$ cat src/core/atfd_pkg.sv
package atfd_pkg;

    // Decode modes of the host bus
    typedef enum logic [1:0] {
        ATFD_MODE_CONTIG,
        ATFD_MODE_PRISEC,
        ATFD_MODE_IDE
    } atfd_mode_type;

    // Task file offsets
    localparam logic [3:0] OFS_DATA      = 4'h0;
    localparam logic [3:0] OFS_ERR_FEAT  = 4'h1;
    localparam logic [3:0] OFS_SEC_CNT   = 4'h2;
    localparam logic [3:0] OFS_SEC_NUM   = 4'h3;
    localparam logic [3:0] OFS_CYL_LO    = 4'h4;
    localparam logic [3:0] OFS_CYL_HI    = 4'h5;
    localparam logic [3:0] OFS_CARD_HEAD = 4'h6;
    localparam logic [3:0] OFS_STAT_CMD  = 4'h7;
    localparam logic [3:0] OFS_DUP_EVEN  = 4'h8;
    localparam logic [3:0] OFS_DUP_ODD   = 4'h9;
    localparam logic [3:0] OFS_DUP_ERR   = 4'hD;
    localparam logic [3:0] OFS_ALT_CTL   = 4'hE;
    localparam logic [3:0] OFS_DRV_ADDR  = 4'hF;

    // Upper address fields for primary/secondary decode
    localparam logic [5:0] PRI_TASK_HI = 6'h1F;
    localparam logic [5:0] SEC_TASK_HI = 6'h17;
    localparam logic [5:0] PRI_CTL_HI  = 6'h3F;
    localparam logic [5:0] SEC_CTL_HI  = 6'h37;

    // Error register bit positions
    localparam int ERR_BIT_BAD_BLOCK = 7;
    localparam int ERR_BIT_UNCORR    = 6;
    localparam int ERR_BIT_MISSING   = 4;
    localparam int ERR_BIT_ABORTED   = 2;
    localparam int ERR_BIT_GENERAL   = 0;
    localparam logic [7:0] ERR_LIVE_MASK = 8'hD5;

    // Status register bit positions
    localparam int STAT_BIT_ERR = 0;
    localparam int STAT_BIT_DRQ = 3;
    localparam int STAT_BIT_RDY = 6;

    // Reset values
    localparam logic [7:0] SEC_CNT_RST = 8'h01;
    localparam logic [7:0] BYTE_ZERO   = 8'h00;

    // Host access as sampled after the synchroniser
    typedef struct packed {
        logic       rd;
        logic       wr;
        logic [9:0] addr;
        logic       reg_sel_n;
        logic       lo_en_n;
        logic       hi_en_n;
        logic       dma_ack_n;
        logic [15:0] wdata;
    } atfd_access_type;

    // Error event inputs from the command engine
    typedef struct packed {
        logic bad_block;
        logic uncorr;
        logic missing;
        logic aborted;
        logic general;
    } atfd_err_evt_type;

endpackage

$ cat src/core/atfd_decoder.sv
// Operation
// (RL1) Contiguous mode: A10-A4 ignored, A3-A0 pick register, Fh write reserved.
// (RL2) Both enables low at offset 0: 16-bit word, A0 ignored.
// (RL3) Low-byte enable only at offset 0: even byte then odd byte.
// (RL4) High-byte enable only at offset 0: error read, feature write.
// (RL5) Offsets 8, 9, D duplicate 0 and 1; 9 gives odd byte.
// (RL6) Repeated byte accesses to 8 or 0, or 8-9, step even-odd.
// (RL7) Repeated word accesses to 8, 9 or 0 step buffer words.
// (RL8) Host must not repeat byte accesses to offset 9.
// (RL9) Primary/secondary: 1F/17 selects task file, 3F/37 control registers.
// (RL10) IDE: control select high, task select low, DMA ack high selects.
// (RL11) IDE: both selects high, DMA ack low moves 16-bit DMA data.
// (RL12) Odd register reachable at even address on D15-D8, except 8-bit I/O; high byte at E stays alt status here, not Fh.
// (RL13) IDE width follows register; data may be set to 8-bit.
// (RL14) Word access to offset 1 is treated as data word access.
// (RL15) Dup offsets accept all types; word at D puts error high lane.
// (RL16) Host holds register select low in I/O mode.
// (RL17) Error register holds detail only while status error bit set.
// (RL18) Bit 7 bad block, bit 6 uncorrectable.
// (RL19) Bit 4 sector identifier missing.
// (RL20) Bit 2 command aborted.
// (RL21) Bit 0 general error; bits 5, 3, 1 read zero.
// (RL22) Status error bit set on error end, cleared by next command.
// (RL23) Writes to reserved offset Fh change nothing.
`timescale 1ns/1ps
`default_nettype none
module atfd_decoder
    import atfd_pkg::*;
#(
    parameter int FIFO_DEPTH = 4
) (
    input  wire logic             clk,
    input  wire logic             srst,
    // Host pins, asynchronous to clk
    input  wire logic             host_rd_strobe_n,
    input  wire logic             host_wr_strobe_n,
    input  wire logic [9:0]       host_addr,
    input  wire logic             host_reg_sel_n,
    input  wire logic             low_byte_enable_n,
    input  wire logic             high_byte_enable_n,
    input  wire logic             dma_acknowledge_n,
    input  wire logic [15:0]      host_data_in,
    output logic      [15:0]      host_data_out,
    output logic      [1:0]       host_data_oe,
    output logic                  wide_io_indicator_n,
    // Configuration
    input  wire atfd_mode_type    mode,
    input  wire logic             ide_data_8bit,
    // Command engine side
    input  wire atfd_err_evt_type err_evt,
    input  wire logic             cmd_done,
    input  wire logic             cmd_failed,
    input  wire logic [7:0]       status_bits,
    input  wire logic [7:0]       drive_addr_bits,
    output logic                  cmd_valid,
    output logic      [7:0]       cmd_code,
    output logic      [7:0]       dev_ctl,
    // Buffer sides: read words come in, write words go out
    input  wire logic             rbuf_valid,
    output logic                  rbuf_ready,
    input  wire logic [15:0]      rbuf_data,
    output logic                  wbuf_valid,
    input  wire logic             wbuf_ready,
    output logic      [15:0]      wbuf_data
);
    // Register targets after address decode
    typedef enum logic [3:0] {
        T_NONE, T_DATA_W, T_DATA_EVEN, T_DATA_ODD, T_ERR, T_TASK,
        T_ALT, T_DRV
    } atfd_tgt_type;

    typedef struct packed {
        logic [1:0]      rd_s1;
        logic [1:0]      rd_s2;
        logic [1:0]      wr_s1;
        logic [1:0]      wr_s2;
        atfd_access_type acc_s1;
        atfd_access_type acc_s2;
        logic            byte_odd;    // Next buffer byte is odd half
        logic [15:0]     rd_word;     // Word being read out
        logic            rd_word_ok;
        logic [7:0]      wr_even;     // Pending even byte on write
        logic [7:0]      err_bits;
        logic            stat_err;
        logic [7:0]      feature;
        logic [6:2][7:0] task_regs;
        logic [15:0]     dout;
        logic [1:0]      oe;
        logic            wide_n;
        logic            rbuf_rdy;    // Ready leaves a flop
        logic            cmd_valid;
        logic [7:0]      cmd_code;
        logic [7:0]      dev_ctl;
    } atfd_st_type;

    atfd_st_type st_r, st_nxt;
    logic        fifo_in_valid, fifo_in_ready;
    logic [15:0] fifo_in_data;

    // Write words pass a small FIFO; a word written while it is full is dropped
    atfd_fifo #(.WIDTH(16), .DEPTH(FIFO_DEPTH)) u_wfifo (
        .clk       (clk),
        .srst      (srst),
        .in_valid  (fifo_in_valid),
        .in_ready  (fifo_in_ready),
        .in_data   (fifo_in_data),
        .out_valid (wbuf_valid),
        .out_ready (wbuf_ready),
        .out_data  (wbuf_data)
    );

    // Map an access to its target and the lane it uses
    function automatic atfd_tgt_type decode(
        input atfd_access_type a, input atfd_mode_type m,
        input logic ide8, output logic hi_lane, output logic [3:0] ofs);
        logic word;
        word    = !a.lo_en_n && !a.hi_en_n;
        hi_lane = 1'b0;
        ofs     = a.addr[3:0];
        decode  = T_NONE;
        if (m == ATFD_MODE_IDE) begin
            // lo_en_n carries task select, hi_en_n control select
            if (a.lo_en_n && a.hi_en_n && !a.dma_ack_n) begin
                decode = T_DATA_W;                                 // RL11
            end else if (!a.lo_en_n && a.hi_en_n && a.dma_ack_n) begin
                ofs = {1'b0, a.addr[2:0]};                         // RL10
                decode = (ofs == OFS_DATA) ?
                         (ide8 ? T_DATA_EVEN : T_DATA_W) :         // RL13
                         (ofs == OFS_ERR_FEAT) ? T_ERR : T_TASK;
            end else if (a.lo_en_n && !a.hi_en_n && a.dma_ack_n &&
                         a.addr[2:0] == 3'b110) begin
                ofs = OFS_ALT_CTL;
                decode = T_ALT;                                    // RL10
            end
            return decode;
        end
        if (a.reg_sel_n || (a.lo_en_n && a.hi_en_n)) begin
            return T_NONE;                                         // RL16
        end
        if (m == ATFD_MODE_PRISEC) begin
            if ((a.addr[9:4] == PRI_TASK_HI || a.addr[9:4] == SEC_TASK_HI)
                && !a.addr[3]) begin
                ofs = {1'b0, a.addr[2:0]};                         // RL9
            end else if ((a.addr[9:4] == PRI_CTL_HI ||
                          a.addr[9:4] == SEC_CTL_HI) &&
                         a.addr[2:1] == 2'b11 && !a.addr[3]) begin
                ofs = a.addr[0] ? OFS_DRV_ADDR : OFS_ALT_CTL;      // RL9
            end else begin
                return T_NONE;
            end
        end
        // Contiguous: only A3-A0 matter                            RL1
        if (a.lo_en_n && !ofs[0] && ofs != OFS_DRV_ADDR - 4'h1) begin
            hi_lane = 1'b1;                                        // RL12
            ofs = ofs + 4'h1;
        end else if (a.lo_en_n) begin
            hi_lane = 1'b1;
        end
        unique case (ofs)
            OFS_DATA: decode = word ? T_DATA_W : T_DATA_EVEN;      // RL2 RL3
            OFS_ERR_FEAT: decode = word ? T_DATA_W : T_ERR;        // RL14
            OFS_DUP_EVEN: decode = word ? T_DATA_W : T_DATA_EVEN;  // RL5
            OFS_DUP_ODD: decode = word ? T_DATA_W :
                                  T_DATA_ODD;                      // RL5 RL15
            OFS_DUP_ERR: decode = T_ERR;                           // RL15
            OFS_ALT_CTL: decode = T_ALT;
            OFS_DRV_ADDR: decode = T_DRV;
            4'hA, 4'hB, 4'hC: decode = T_NONE;
            default: decode = T_TASK;
        endcase
        // Offset 0 with high lane only maps to 1 then error      RL4
        // Offset 8 with high lane only maps to 9: odd byte       RL15
        if (hi_lane && !word && (ofs == OFS_DUP_ODD)) begin
            decode = T_DATA_ODD;
        end
    endfunction

    atfd_tgt_type tgt;
    logic         hi_lane, rd_go, wr_go, is_word;
    logic [3:0]   ofs;
    logic [7:0]   rbyte, err_view;

    always_comb begin
        tgt    = decode(st_r.acc_s2, mode, ide_data_8bit, hi_lane, ofs);
        is_word = (mode == ATFD_MODE_IDE) ? (tgt == T_DATA_W) :
                  (!st_r.acc_s2.lo_en_n && !st_r.acc_s2.hi_en_n);
        rd_go  = st_r.rd_s2 == 2'b01;
        wr_go  = st_r.wr_s2 == 2'b01;
        // Detail only while the error flag stands                  RL17
        err_view = st_r.stat_err ? (st_r.err_bits & ERR_LIVE_MASK)
                                 : BYTE_ZERO;                      // RL21
    end

    // Synchronise pins, decode on strobe edges, steer the buffer
    always_comb begin
        st_nxt = st_r;
        st_nxt.rd_s1  = {st_r.rd_s1[0], !host_rd_strobe_n};
        st_nxt.rd_s2  = {st_r.rd_s2[0], st_r.rd_s1[1]};
        st_nxt.wr_s1  = {st_r.wr_s1[0], !host_wr_strobe_n};
        st_nxt.wr_s2  = {st_r.wr_s2[0], st_r.wr_s1[1]};
        st_nxt.acc_s1 = '{1'b0, 1'b0, host_addr, host_reg_sel_n,
                          low_byte_enable_n, high_byte_enable_n,
                          dma_acknowledge_n, host_data_in};
        st_nxt.acc_s2 = st_r.acc_s1;
        st_nxt.cmd_valid = 1'b0;
        fifo_in_valid = 1'b0;
        fifo_in_data  = {8'h00, st_r.wr_even};
        rbyte         = BYTE_ZERO;
        // Prefetch the next read word from the buffer
        if (st_r.rbuf_rdy && rbuf_valid) begin
            st_nxt.rd_word = rbuf_data;
            st_nxt.rd_word_ok = 1'b1;
        end
        // Error events: set wins, next command clears            RL22
        if (st_r.cmd_valid) begin
            st_nxt.stat_err = 1'b0;
            st_nxt.err_bits = BYTE_ZERO;
        end
        st_nxt.err_bits[ERR_BIT_BAD_BLOCK] |= err_evt.bad_block;  // RL18
        st_nxt.err_bits[ERR_BIT_UNCORR]    |= err_evt.uncorr;     // RL18
        st_nxt.err_bits[ERR_BIT_MISSING]   |= err_evt.missing;    // RL19
        st_nxt.err_bits[ERR_BIT_ABORTED]   |= err_evt.aborted;    // RL20
        st_nxt.err_bits[ERR_BIT_GENERAL]   |= err_evt.general;    // RL21
        if (cmd_done && cmd_failed) begin
            st_nxt.stat_err = 1'b1;                                // RL22
        end
        if (st_r.rd_s2[0]) begin
            st_nxt.oe = is_word ? 2'b11 : (hi_lane ? 2'b10 : 2'b01);
        end else begin
            st_nxt.oe = 2'b00;
        end
        // Read side: byte pointer walks even then odd            RL6 RL7
        if (rd_go) begin
            unique case (tgt)
                T_DATA_W: begin
                    st_nxt.dout = st_r.rd_word;                    // RL7
                    st_nxt.rd_word_ok = 1'b0;
                    st_nxt.byte_odd = 1'b0;
                end
                T_DATA_EVEN: begin
                    rbyte = st_r.byte_odd ? st_r.rd_word[15:8]
                                          : st_r.rd_word[7:0];     // RL3
                    st_nxt.dout = {rbyte, rbyte};
                    st_nxt.byte_odd = !st_r.byte_odd;
                    if (st_r.byte_odd) begin
                        st_nxt.rd_word_ok = 1'b0;
                    end
                end
                T_DATA_ODD: begin
                    rbyte = st_r.rd_word[15:8];                    // RL5
                    st_nxt.dout = {rbyte, rbyte};
                    st_nxt.byte_odd = 1'b0;
                    st_nxt.rd_word_ok = 1'b0;                      // RL8
                end
                T_ERR: st_nxt.dout = is_word ? {err_view, st_r.rd_word[7:0]}
                                             : {err_view, err_view}; // RL15
                T_TASK: begin
                    rbyte = (ofs[2:0] == OFS_STAT_CMD[2:0]) ?
                        {status_bits[7:1], st_r.stat_err} :
                        st_r.task_regs[ofs[2:0]];
                    st_nxt.dout = {rbyte, rbyte};
                end
                T_ALT: st_nxt.dout = {2{status_bits[7:1], st_r.stat_err}};
                T_DRV: st_nxt.dout = {drive_addr_bits, drive_addr_bits};
                default: st_nxt.dout = 16'h0000;
            endcase
        end
        // Write side; stalls are the host's to respect via the FIFO
        if (wr_go) begin
            unique case (tgt)
                T_DATA_W: begin
                    fifo_in_valid = 1'b1;                          // RL7
                    fifo_in_data  = st_r.acc_s2.wdata;
                    st_nxt.byte_odd = 1'b0;
                end
                T_DATA_EVEN: begin
                    if (st_r.byte_odd) begin
                        fifo_in_valid = 1'b1;                      // RL6
                        fifo_in_data  = {st_r.acc_s2.wdata[7:0],
                                         st_r.wr_even};
                    end else begin
                        st_nxt.wr_even = st_r.acc_s2.wdata[7:0];
                    end
                    st_nxt.byte_odd = !st_r.byte_odd;
                end
                T_DATA_ODD: begin
                    fifo_in_valid = 1'b1;                          // RL5
                    fifo_in_data  = {hi_lane ? st_r.acc_s2.wdata[15:8]
                                             : st_r.acc_s2.wdata[7:0],
                                     st_r.wr_even};
                    st_nxt.byte_odd = 1'b0;
                end
                T_ERR: st_nxt.feature = hi_lane || is_word ?
                    st_r.acc_s2.wdata[15:8] : st_r.acc_s2.wdata[7:0]; // RL4
                T_TASK: begin
                    rbyte = hi_lane ? st_r.acc_s2.wdata[15:8]
                                    : st_r.acc_s2.wdata[7:0];
                    if (ofs[2:0] == OFS_STAT_CMD[2:0]) begin
                        st_nxt.cmd_valid = 1'b1;
                        st_nxt.cmd_code  = rbyte;
                    end else begin
                        st_nxt.task_regs[ofs[2:0]] = rbyte;
                    end
                end
                T_ALT: st_nxt.dev_ctl = st_r.acc_s2.wdata[7:0];
                default: ;                                         // RL23
            endcase
        end
        // Wide indicator only for word data targets                RL12
        st_nxt.wide_n   = !(tgt == T_DATA_W);
        st_nxt.rbuf_rdy = !st_nxt.rd_word_ok;
    end

    // Full FIFO: word dropped would corrupt data, so host must pace
    always_ff @(posedge clk) begin
        if (srst) begin
            st_r <= '0;
            st_r.task_regs[OFS_SEC_CNT[2:0]] <= SEC_CNT_RST;
            st_r.wide_n <= 1'b1;
            st_r.acc_s1 <= '1;    // Idle pins, no phantom word access
            st_r.acc_s2 <= '1;
        end else begin
            st_r <= st_nxt;
        end
    end

    assign host_data_out       = st_r.dout;
    assign host_data_oe        = st_r.oe;
    assign wide_io_indicator_n = st_r.wide_n;
    assign rbuf_ready          = st_r.rbuf_rdy;
    assign cmd_valid           = st_r.cmd_valid;
    assign cmd_code            = st_r.cmd_code;
    assign dev_ctl             = st_r.dev_ctl;
endmodule
`default_nettype wire

$ cat src/core/atfd_fifo.sv
`timescale 1ns/1ps
`default_nettype none
module atfd_fifo #(
    parameter int WIDTH = 16,
    parameter int DEPTH = 4
) (
    input  wire logic             clk,
    input  wire logic             srst,
    input  wire logic             in_valid,
    output logic                  in_ready,
    input  wire logic [WIDTH-1:0] in_data,
    output logic                  out_valid,
    input  wire logic             out_ready,
    output logic      [WIDTH-1:0] out_data
);
    localparam int AW = $clog2(DEPTH);

    typedef struct packed {
        logic [AW:0]   wp;
        logic [AW:0]   rp;
    } atfd_fifo_st_type;

    atfd_fifo_st_type st_r, st_nxt;
    logic [WIDTH-1:0] mem_r [DEPTH];
    logic full, empty;

    // Extra pointer bit tells full from empty
    assign empty     = st_r.wp == st_r.rp;
    assign full      = (st_r.wp[AW] != st_r.rp[AW]) &&
                       (st_r.wp[AW-1:0] == st_r.rp[AW-1:0]);
    assign in_ready  = !full;
    assign out_valid = !empty;
    assign out_data  = mem_r[st_r.rp[AW-1:0]];

    // Pointer advance
    always_comb begin
        st_nxt = st_r;
        if (in_valid && !full) begin
            st_nxt.wp = st_r.wp + 1'b1;
        end
        if (out_ready && !empty) begin
            st_nxt.rp = st_r.rp + 1'b1;
        end
    end

    always_ff @(posedge clk) begin
        if (srst) begin
            st_r <= '0;
        end else begin
            st_r <= st_nxt;
        end
        if (in_valid && !full) begin
            mem_r[st_r.wp[AW-1:0]] <= in_data;
        end
    end
endmodule
`default_nettype wire

$ cat config.mk
export PLATFORM = sky130hd
export DESIGN_NAME = atfd_decoder
export DESIGN_NICKNAME = d
export VERILOG_FILES = /design/src/core/atfd_pkg.sv /design/src/core/atfd_decoder.sv /design/src/core/atfd_fifo.sv
export SDC_FILE = /design/constraint.sdc
export NUM_CORES = 1
export LEC_CHECK = 0
export BUFFER_PORTS_ARGS = -buffer_cell sky130_fd_sc_hd__buf_2
export CAP_MARGIN = 20
export CORE_MARGIN = 2
export CORE_UTILIZATION = 35
export DETAILED_ROUTE_END_ITERATION = 8
export PLACE_DENSITY = 0.54
export SLEW_MARGIN = 5
export SYNTH_ARGS = -nofsm -noshare
export SYNTH_HDL_FRONTEND = slang
export SYNTH_SLANG_ARGS = --single-unit
$ cat constraint.sdc
create_clock -name clk -period 4.6 [get_ports clk]
set_input_delay 1.38 -clock clk [delete_from_list [all_inputs] [get_ports clk]]
set_output_delay 1.38 -clock clk [all_outputs]
set_load 0.02 [all_outputs]
After elaboration in Yosys (flattened, before gate mapping) --
Memory sizes are Yosys's and may differ from the RTL's. A register that Yosys moved wholly into a read port is not among the register bits. Index checks and enable logic that the tools add are counted.
Cells by class: bitwise operators 10, multiplexer cells 87, order comparisons 2, reductions and logical operators 49, $add $sub $neg 3, equal/unequal tests 32
Operator list (count):
- $pmux W16 S7 | 1
- $mux W4 | 21
- $mux W8 | 7
- $pmux W16 S3 | 1
- $bwmux W40 | 1
- $eq A4 B4 Y1 const B | 8
- $mux W16 | 2
- $mux W1 | 29
- $mux W3 | 9
- $bmux W8 S3 | 1
- $demux W8 S3 | 1
- $logic_and A1 B1 Y1 | 21
- $pmux W3 S7 | 1
- $mux W9 | 2
- $eq A4 B3 Y1 const B | 4
- $mux W2 | 7
- $logic_not A1 Y1 | 13
- $eq A6 B5 Y1 const B | 2
- $eq A6 B6 Y1 const B | 2
- $reduce_and A3 Y1 | 3
- $eq A4 B1 Y1 const B | 2
- $eq A4 B2 Y1 const B | 2
- $pmux W1 S2 | 4
- $add A3 B1 Y3 const B | 2
- other kinds (20) | 37
Storage, ports and cells: word-level logic and storage cells 220, RAM bits 64, flip-flop bits (word level) 183, memories kept 1
Memory list:
- u_wfifo.mem_r | depth 4, bits a word 16, read ports 1, clocked after Yosys merged registers in 1, wr ports 1, line atfd_fifo.sv:24 | logic [WIDTH-1:0] mem_r [DEPTH];

Longest topological paths before layout --
Gate-level depths: netlist of the first run.
word-level depth 34, mapped depth 16, depth with buffers taken out 11

Cells and area by module --
A second synthesis of the first run with hierarchy kept.
Unflattened totals: cell total of the unflattened synthesis 1055, area total of the unflattened synthesis 10865.4 µm²
By module, submodules not included:
- atfd_decoder | cells each 901, seq. area each 3503.4 µm², area each 7991.4 µm², instances 1
- atfd_fifo | cells each 154, seq. area each 2082.0 µm², area each 2874.0 µm², instances 1

Least setup slack after synthesis of the first run --
No wires, ideal clock.
path type in2reg, start point input port mode[1], end point memory u_wfifo.mem_r[3][0], enable pin, data required time 4225 ps, arrival time 3808 ps, stages 8, path slack 417 ps, cell sequence nor2b_1 and2_1 o21a_1 a31oi_1 o32a_1 buf_2 a311oi_1 and2_1
On the way: cells in the longest elaborated chain, start to end 28, elaborated cells between the ends (all ways) 58, classes of those cells add/sub: 1; eq/ne: 15; mux: 32; reduce/logical: 10
RTL lines:
- start, declared | line atfd_decoder.sv:47 | input wire atfd_mode_type mode,
- branches (longest 20 deep; another with $add A4 B1 Y4)
- $mux W4 * | line atfd_decoder.sv:137 | if (a.reg_sel_n || (a.lo_en_n && a.hi_en_n)) begin
- $eq A4 B1 Y1 or $eq A4 B2 Y1 (tied branches) | line atfd_decoder.sv:270 | unique case (tgt)
- $reduce_or A2 Y1 (no line)
- $pmux W1 S2 * | line atfd_decoder.sv:270
- $mux W1 * | line atfd_decoder.sv:269 | if (wr_go) begin
- $logic_and A1 B1 Y1 * | line atfd_fifo.sv:52 | if (in_valid && !full) begin
- $mux W1 * | line atfd_fifo.sv:52
- $mux W1 (implied by the code) * | line atfd_fifo.sv:53 | mem_r[st_r.wp[AW-1:0]] <= in_data;
- end, declared | line atfd_fifo.sv:24
Mark *: on every way between the ends. The select of a mux whose other input is x is not followed.

Worst setup path in the final report of the first run --
start point input port mode[1], end point register st_r (netlist bit host_data_out[6])
On the way: cells in the longest elaborated chain, start to end 25, elaborated cells between the ends (all ways) 66, classes of those cells add/sub: 1; eq/ne: 20; mux: 37; reduce/logical: 8
RTL lines:
- branches (longest 24 deep; another with $add A4 B1 Y4)
- $pmux W16 S7 * | line atfd_decoder.sv:234 | unique case (tgt)
- end signal, assigned | line atfd_decoder.sv:323 | st_r <= st_nxt;
- end, declared | line atfd_decoder.sv:96 | atfd_st_type st_r, st_nxt;
Marks and branches as above. A chain may end at the register's enable or synchronous reset.

==> results of run 1 <==
## registers in the layout (all words and copies together), names as in the netlist, named ones only
signal / count
cmd_code: 8
cmd_valid: 1
dev_ctl: 8
host_data_oe: 2
host_data_out: 16
rbuf_ready: 1
st_nxt: 35
st_r: 103
u_wfifo.mem_r: 64
u_wfifo.st_r: 6
wide_io_indicator_n: 1
## cell families after synthesis
| logic type | count (synthesis) | synth area share, % |
|---|---|---|
| AO/OA/AOI/OAI | 171 | 11.8 |
| XOR/XNOR | 8 | 0.657 |
| adder cells (fa/ha/maj) | 7 | 0.822 |
| buffers and inverters | 108 | 5.23 |
| flip-flops | 247 | 52.4 |
| multiplexers | 113 | 12.6 |
| AND/OR/NAND/NOR | 353 | 16.5 |
## Yosys cell counts, types with 8 or more instances
master,count,area share [%]
a211oi_1,9,0.63
a21oi_1,44,2.1
a221oi_1,11,0.90
a22oi_1,13,0.92
and2_1,8,0.47
buf_2,8,0.38
buf_4,38,2.7
clkbuf_1,41,1.4
dfxtp_1,183,34
edfxtp_1,64,18
inv_1,16,0.56
mux2_2,10,1.1
mux2i_1,87,8.2
mux4_2,16,3.4
nand2_1,89,3.1
nand2b_1,9,0.53
nand3_1,11,0.52
nor2_1,108,3.8
nor2b_1,13,0.76
nor3_1,11,0.52
o211ai_1,15,1.1
o21ai_0,11,0.52
or2_2,59,3.5
## worst max-delay path, delay by kind of cell
kind	cells	cell delay (ns)
compound gates	5	1.71
buf+inv	1	0.13
simple gates	4	1.22
## stage by stage
step	std cells	hold WS, ns	utilization, %
2_1_floorplan	1007	0.389	-
5_1_grt	1519	0.417	42.2
4_1_cts	1519	0.406	42.2
3_3_place_gp	1470	0.391	39.1
6_report	1519	0.405	42.2
3_5_place_dp	1470	0.392	39.1
## power by group through the flow
stage | logic (µW) | registers (µW) | clock network [µW]
3_3_place_gp | 231 | 2330 | 0
6_report | 230 | 2290 | 2240
3_5_place_dp | 231 | 2330 | 0
4_1_cts | 232 | 2290 | 2300
5_1_grt | 256 | 2290 | 2390
2_1_floorplan | 149 | 2320 | 0
## cell usage in the layout (no fill, tap or decap), types with 10 or more instances in the layout
master / n
dfxtp_1: 183
buf_2: 128
nor2_1: 108
nand2_1: 89
mux2i_1: 87
edfxtp_1: 64
or2_2: 59
a21oi_1: 44
buf_4: 31
clkbuf_16: 27
inv_1: 16
mux4_2: 16
o211ai_1: 15
nor2b_1: 13
a22oi_1: 13
nand3_1: 11
nor3_1: 11
o21ai_0: 11
a221oi_1: 11
mux2_2: 10
## area by class of cell
| type | instances | share of cell area [%] |
|---|---|---|
| Clock buffer | 36 | 6.04 |
| Clock inverter | 13 | 1.34 |
| Inverter | 16 | 0.477 |
| Multi-Input combinational cell | 652 | 36.0 |
| Sequential cell | 247 | 44.4 |
| Tap cell | 390 | 3.88 |
| Timing Repair Buffer | 165 | 7.90 |
## layer usage
metal  up-vias  wire (µm)  global-route usage [%]
li1       3781          -                       -
met1      3659      12700                    23.9
met2       202      12200                    26.4
met3        42       1490                    2.43
met4         0        717                    5.25
met5         -          0                       0
## final timing paths
check	slack (ns)	depth (start not counted)	endpoint	from
max	0.61	10	host_data_out[6]	mode[1]
min	0.40	1	st_r[123]	st_nxt[123]
max reg2reg	0.62	11	host_data_out[4]	st_r[140]
min reg2reg	0.40	1	st_r[123]	st_nxt[123]
==> impl_metrics.yaml, run 1 <==
run_status:
  status: "finished clean"
pwr:
  netSwitchingPower_uw: 1030
  pwr-share-seq_pct: 48.1
  total_power_uw: 4760
  p_comb_share_pct: 4.8
  power_density_nw_per_um2: 378
  p_leak_uw: 0.00489
  intPower_uw: 3730
  ir_drop_mv: 0.248
  switching_share_pct: 21.7
  p_clk_share_pct: 47.1
synth:
  yosysWarnings: 0
  ys_types: 78
  syn-instance-count: 1007
  async_flop_share_pct: 0
  synth_seq_cells: 247
  synth-main-ff-cell: "dfxtp_1"
  synth_edf_count: 64
  syn_area_um2: 10700
  synth_nets: 1092
  postSynthAreaPerCell_um2: 10.6
  ys_seq_area_share_pct: 52.4
detailed_routing:
  drt_pre_antenna_iters: 7
  wl_per_cell_um: 17.8
  wl_um: 27100
  drt_iter0_drc: 510
  num_vias: 7684
  drc_errors: 0
  detail-route-antenna-nets: 0
  via_per_inst: 5.06
floorplanning:
  die_w_um: 179
  row_count: 63
  initial_core_util_pct: 35.8
  dieArea_um2: 31900
  die_y_um: 179
  coreArea_um2: 29800
  pin_count: 132
place:
  port_buffers: 129
  place_hpwl_um: 19200
  placed_area_um2: 11700
  pre_cts_ws_ns: 0.179
  gp_congestion: 0.860
global_route:
  grt_pass1_wl_um: 41800
  antenna_found_initial: 0
  grt_pass1_vias: 7294
  overflow: 0
  grt.total_usage_pct: 16.8
  grt_start_max_net_pins: 70
clocking:
  postCtsSetupBuffers: 0
  numCtsBuffers: 27
  cts_tree: "built"
  clkLatencyLatePin_ns: 0.54
  htreeDepth: 1
  clockRootBuffer: "clkbuf_16"
  post_cts_resized: 0
  ctsHoldBuffers: 0
  path_clk_slew_ns: 0.06
  cts_num_sinks: 247
  cts_buffer_depth: 3
hold_path:
  worstHoldPathType: "reg -> reg"
timing:
  min_period_ns: 3.99
  hold_violations: 0
  rsz0062_at_grt: "no"
  drv_slew: 0
  setup_violations: 0
  fin_skew_ns: 0.0103
  worst_slew_pin_slew_ns: 0.910
  post-route-worst-setup-slack_ns: 0.607
  fmax_mhz: 250
  setup_tns_ns: 0
  relSlewSlack_pct: 39.3
  post-route-period-util_pct: 86.8
setup_path:
  slowest_stage: "a2111oi_0"
  max_stage_delay_ns: 0.70
  start_kind: "input pin"
  crit_fanout: 6
  crit_chain: "buf_2 -> nand3b_1 -> or4_1 -> o21ai_0 -> o21ai_1 -> nor2_1 -> a221oi_1 -> a2111oi_0 -> nor3_1 -> o221ai_1"
  cp.required_ns: 5.05
  critPathArrivalTime_ns: 4.44
  worstSetupPathType: "in -> reg"
  end_kind: "register"
cells_and_area:
  area_delta_synth_final_pct: 18.0
  fillers: 2928
  finalNetCount: 1194
  final_layout_size_suffix_gt1_share_pct: 28.0
  antenna_cells: 0
  regArea_um2: 5590
  postLayoutCellArea_um2: 12600
  multiInputGateArea_um2: 4520
run:
  cap_violations: 0
(Power assumes the default switching activity.)
==> run 2, diff against run 1 <==
- GPL_TIMING_DRIVEN: unset -> 0
- MAX_ROUTING_LAYER: unset -> met4
==> run 2 against run 1 <==
Sequential power about the same. Worst setup slack got worse by 0.34 ns. First-iteration DRC count fell by 3.7%. Cell area grew 1.5%. Register-to-register slack lost 0.25 ns. Critical path type unchanged. Critical endpoint is now u_wfifo.mem_r[1][9]. Largest cell class unchanged. Highest routed layer unchanged.
==> impl_metrics.yaml, run 2 (synthesis gave the netlist of run 1 again) <==
run_status:
  status: "finished clean"
detailed_routing:
  detail-route-antenna-nets: 0
  drc_errors: 0
  wl_um: 29100
  drt_iter0_drc: 491
  wl_per_cell_um: 18.5
  drt_pre_antenna_iters: 5
  via_per_inst: 5.05
  num_vias: 7941
setup_path:
  worstSetupPathType: "in -> reg"
  end_kind: "register"
  startpoint: "mode[1]"
  r2r_end: "u_wfifo.mem_r[1][3]"
  crit_end: "u_wfifo.mem_r[1][9]"
  r2r-start: "st_r[141]"
  r2r_cells: 12
  crit_fanout: 10
  reg2reg_setup_slack_ns: 0.37
  cp.required_ns: 4.89
  start_kind: "input pin"
  critPathArrivalTime_ns: 4.62
place:
  port_buffers: 128
  pre_cts_ws_ns: -0.639
  gp_congestion: 0.890
  place_hpwl_um: 21400
clocking:
  clockRootBuffer: "clkbuf_16"
  htreeDepth: 1
  postCtsSetupBuffers: 0
  ctsHoldBuffers: 0
  cts_tree: "built"
  post_cts_resized: 5
  clkLatencyLatePin_ns: 0.54
  numCtsBuffers: 27
  path_clk_slew_ns: 0.06
  cts_num_sinks: 247
  cts_buffer_depth: 3
timing:
  fmax_mhz: 231
  rsz0062_at_grt: "no"
  relSlewSlack_pct: 39.5
  worst_slew_pin_slew_ns: 0.902
  min_period_ns: 4.33
  post-route-worst-setup-slack_ns: 0.267
  hold_violations: 0
  post-route-period-util_pct: 94.2
  setup_violations: 0
  fin_skew_ns: 0.0176
  setup_tns_ns: 0
  drv_slew: 0
global_route:
  grt.total_usage_pct: 18.7
  grt_start_max_net_pins: 18
  antenna_found_initial: 0
  grt_pass1_wl_um: 44300
  overflow: 0
  grt_pass1_vias: 7644
floorplanning:
  die_y_um: 179
  coreArea_um2: 29800
  pin_count: 132
  dieArea_um2: 31900
  row_count: 63
  initial_core_util_pct: 35.8
  die_w_um: 179
pwr:
  p_leak_uw: 0.00499
  switching_share_pct: 22.9
  ir_drop_mv: 0.293
  pwr-share-seq_pct: 47.9
  power_density_nw_per_um2: 373
  netSwitchingPower_uw: 1090
  intPower_uw: 3670
  p_clk_share_pct: 46.9
  p_comb_share_pct: 5.2
cells_and_area:
  fillers: 2911
  final_layout_size_suffix_gt1_share_pct: 29.0
  area_delta_synth_final_pct: 19.8
  final_cell_mix: "dfxtp_1, buf_2, nor2_1, nand2_1, mux2i_1"
  largest-register: "st_r"
  finalNetCount: 1248
  largest_reg_flops: 103
  final_common_cell: "dfxtp_1"
  antenna_cells: 0
run:
  cap_violations: 0
hold_path:
  worstHoldPathType: "reg -> reg"
run 2: cell types whose count changed in the layout (fill, tap and decap cells not counted), sizes merged:
cell and change:
buf +14, bufinv -1, clkbuf +36, clkinv +1, clkinvlp +2, inv +3
run 2: layout make-up:
cell class / count / area, µm² / area share [%]
flip-flops and latches: 247 / 5590 / 43.7
multi-input cells: 652 / 4570 / 35.8
clock buffers: 32 / 734 / 5.75
repair buffers: 128 / 641 / 5.02
plain buffers: 91 / 495 / 3.88
well taps: 390 / 488 / 3.82
clock inverters: 18 / 196 / 1.54
inverters: 16 / 60.1 / 0.470
run 2: critical path, cell delays in order:
cell	delay, ns
buf_2	0.13
nor2b_1	0.50
a31oi_1	0.31
o21a_1	0.31
a211oi_2	0.29
or2_0	0.15
buf_4	0.17
buf_4	0.22
o311ai_1	0.23
a21oi_2	0.40
a22oi_1	0.15
nor2_1	0.37
run 2: worst min path at each step:
stage	startpoint	end	cells after the start
after CTS	st_nxt[130]	st_r[130]	1
final	st_nxt[146]	st_r[146]	1
after detailed placement	st_nxt[131]	st_r[131]	1
after global placement	st_nxt[148]	st_r[148]	1
after floorplan	st_nxt[120]	st_r[120]	1
after global routing	st_nxt[130]	st_r[130]	1
run 2: through the flow:
stage	hold WS (ns)	utilization, %	instances	total power, µW	cell area (µm²)
after CTS	0.401	42.7	1575	4810	12700
after floorplan	0.389	-	1007	2470	10700
after global placement	0.393	39.6	1525	2580	11800
after global routing	0.411	42.9	1574	4930	12800
final	0.394	42.9	1574	4760	12800
after detailed placement	0.394	39.6	1525	2580	11800
run 2: layer usage:
metal | part of all wire (%) | wire length, µm | track usage, % | up-vias
met2 | 45 | 13100 | 28.9 | 229
li1 | - | - | - | 3882
met1 | 47 | 13600 | 25.3 | 3781
met4 | 2.8 | 827 | 5.89 | 0
met3 | 5.1 | 1470 | 2.73 | 49
met5 | 0 | 0 | - | -
run 2: power groups by stage:
stage,Combinational [µW],Sequential [µW],Clock [µW]
after global routing,274,2290,2370
after detailed placement,247,2330,0
after global placement,247,2330,0
final,248,2280,2230
after CTS,248,2280,2280
after floorplan,149,2320,0
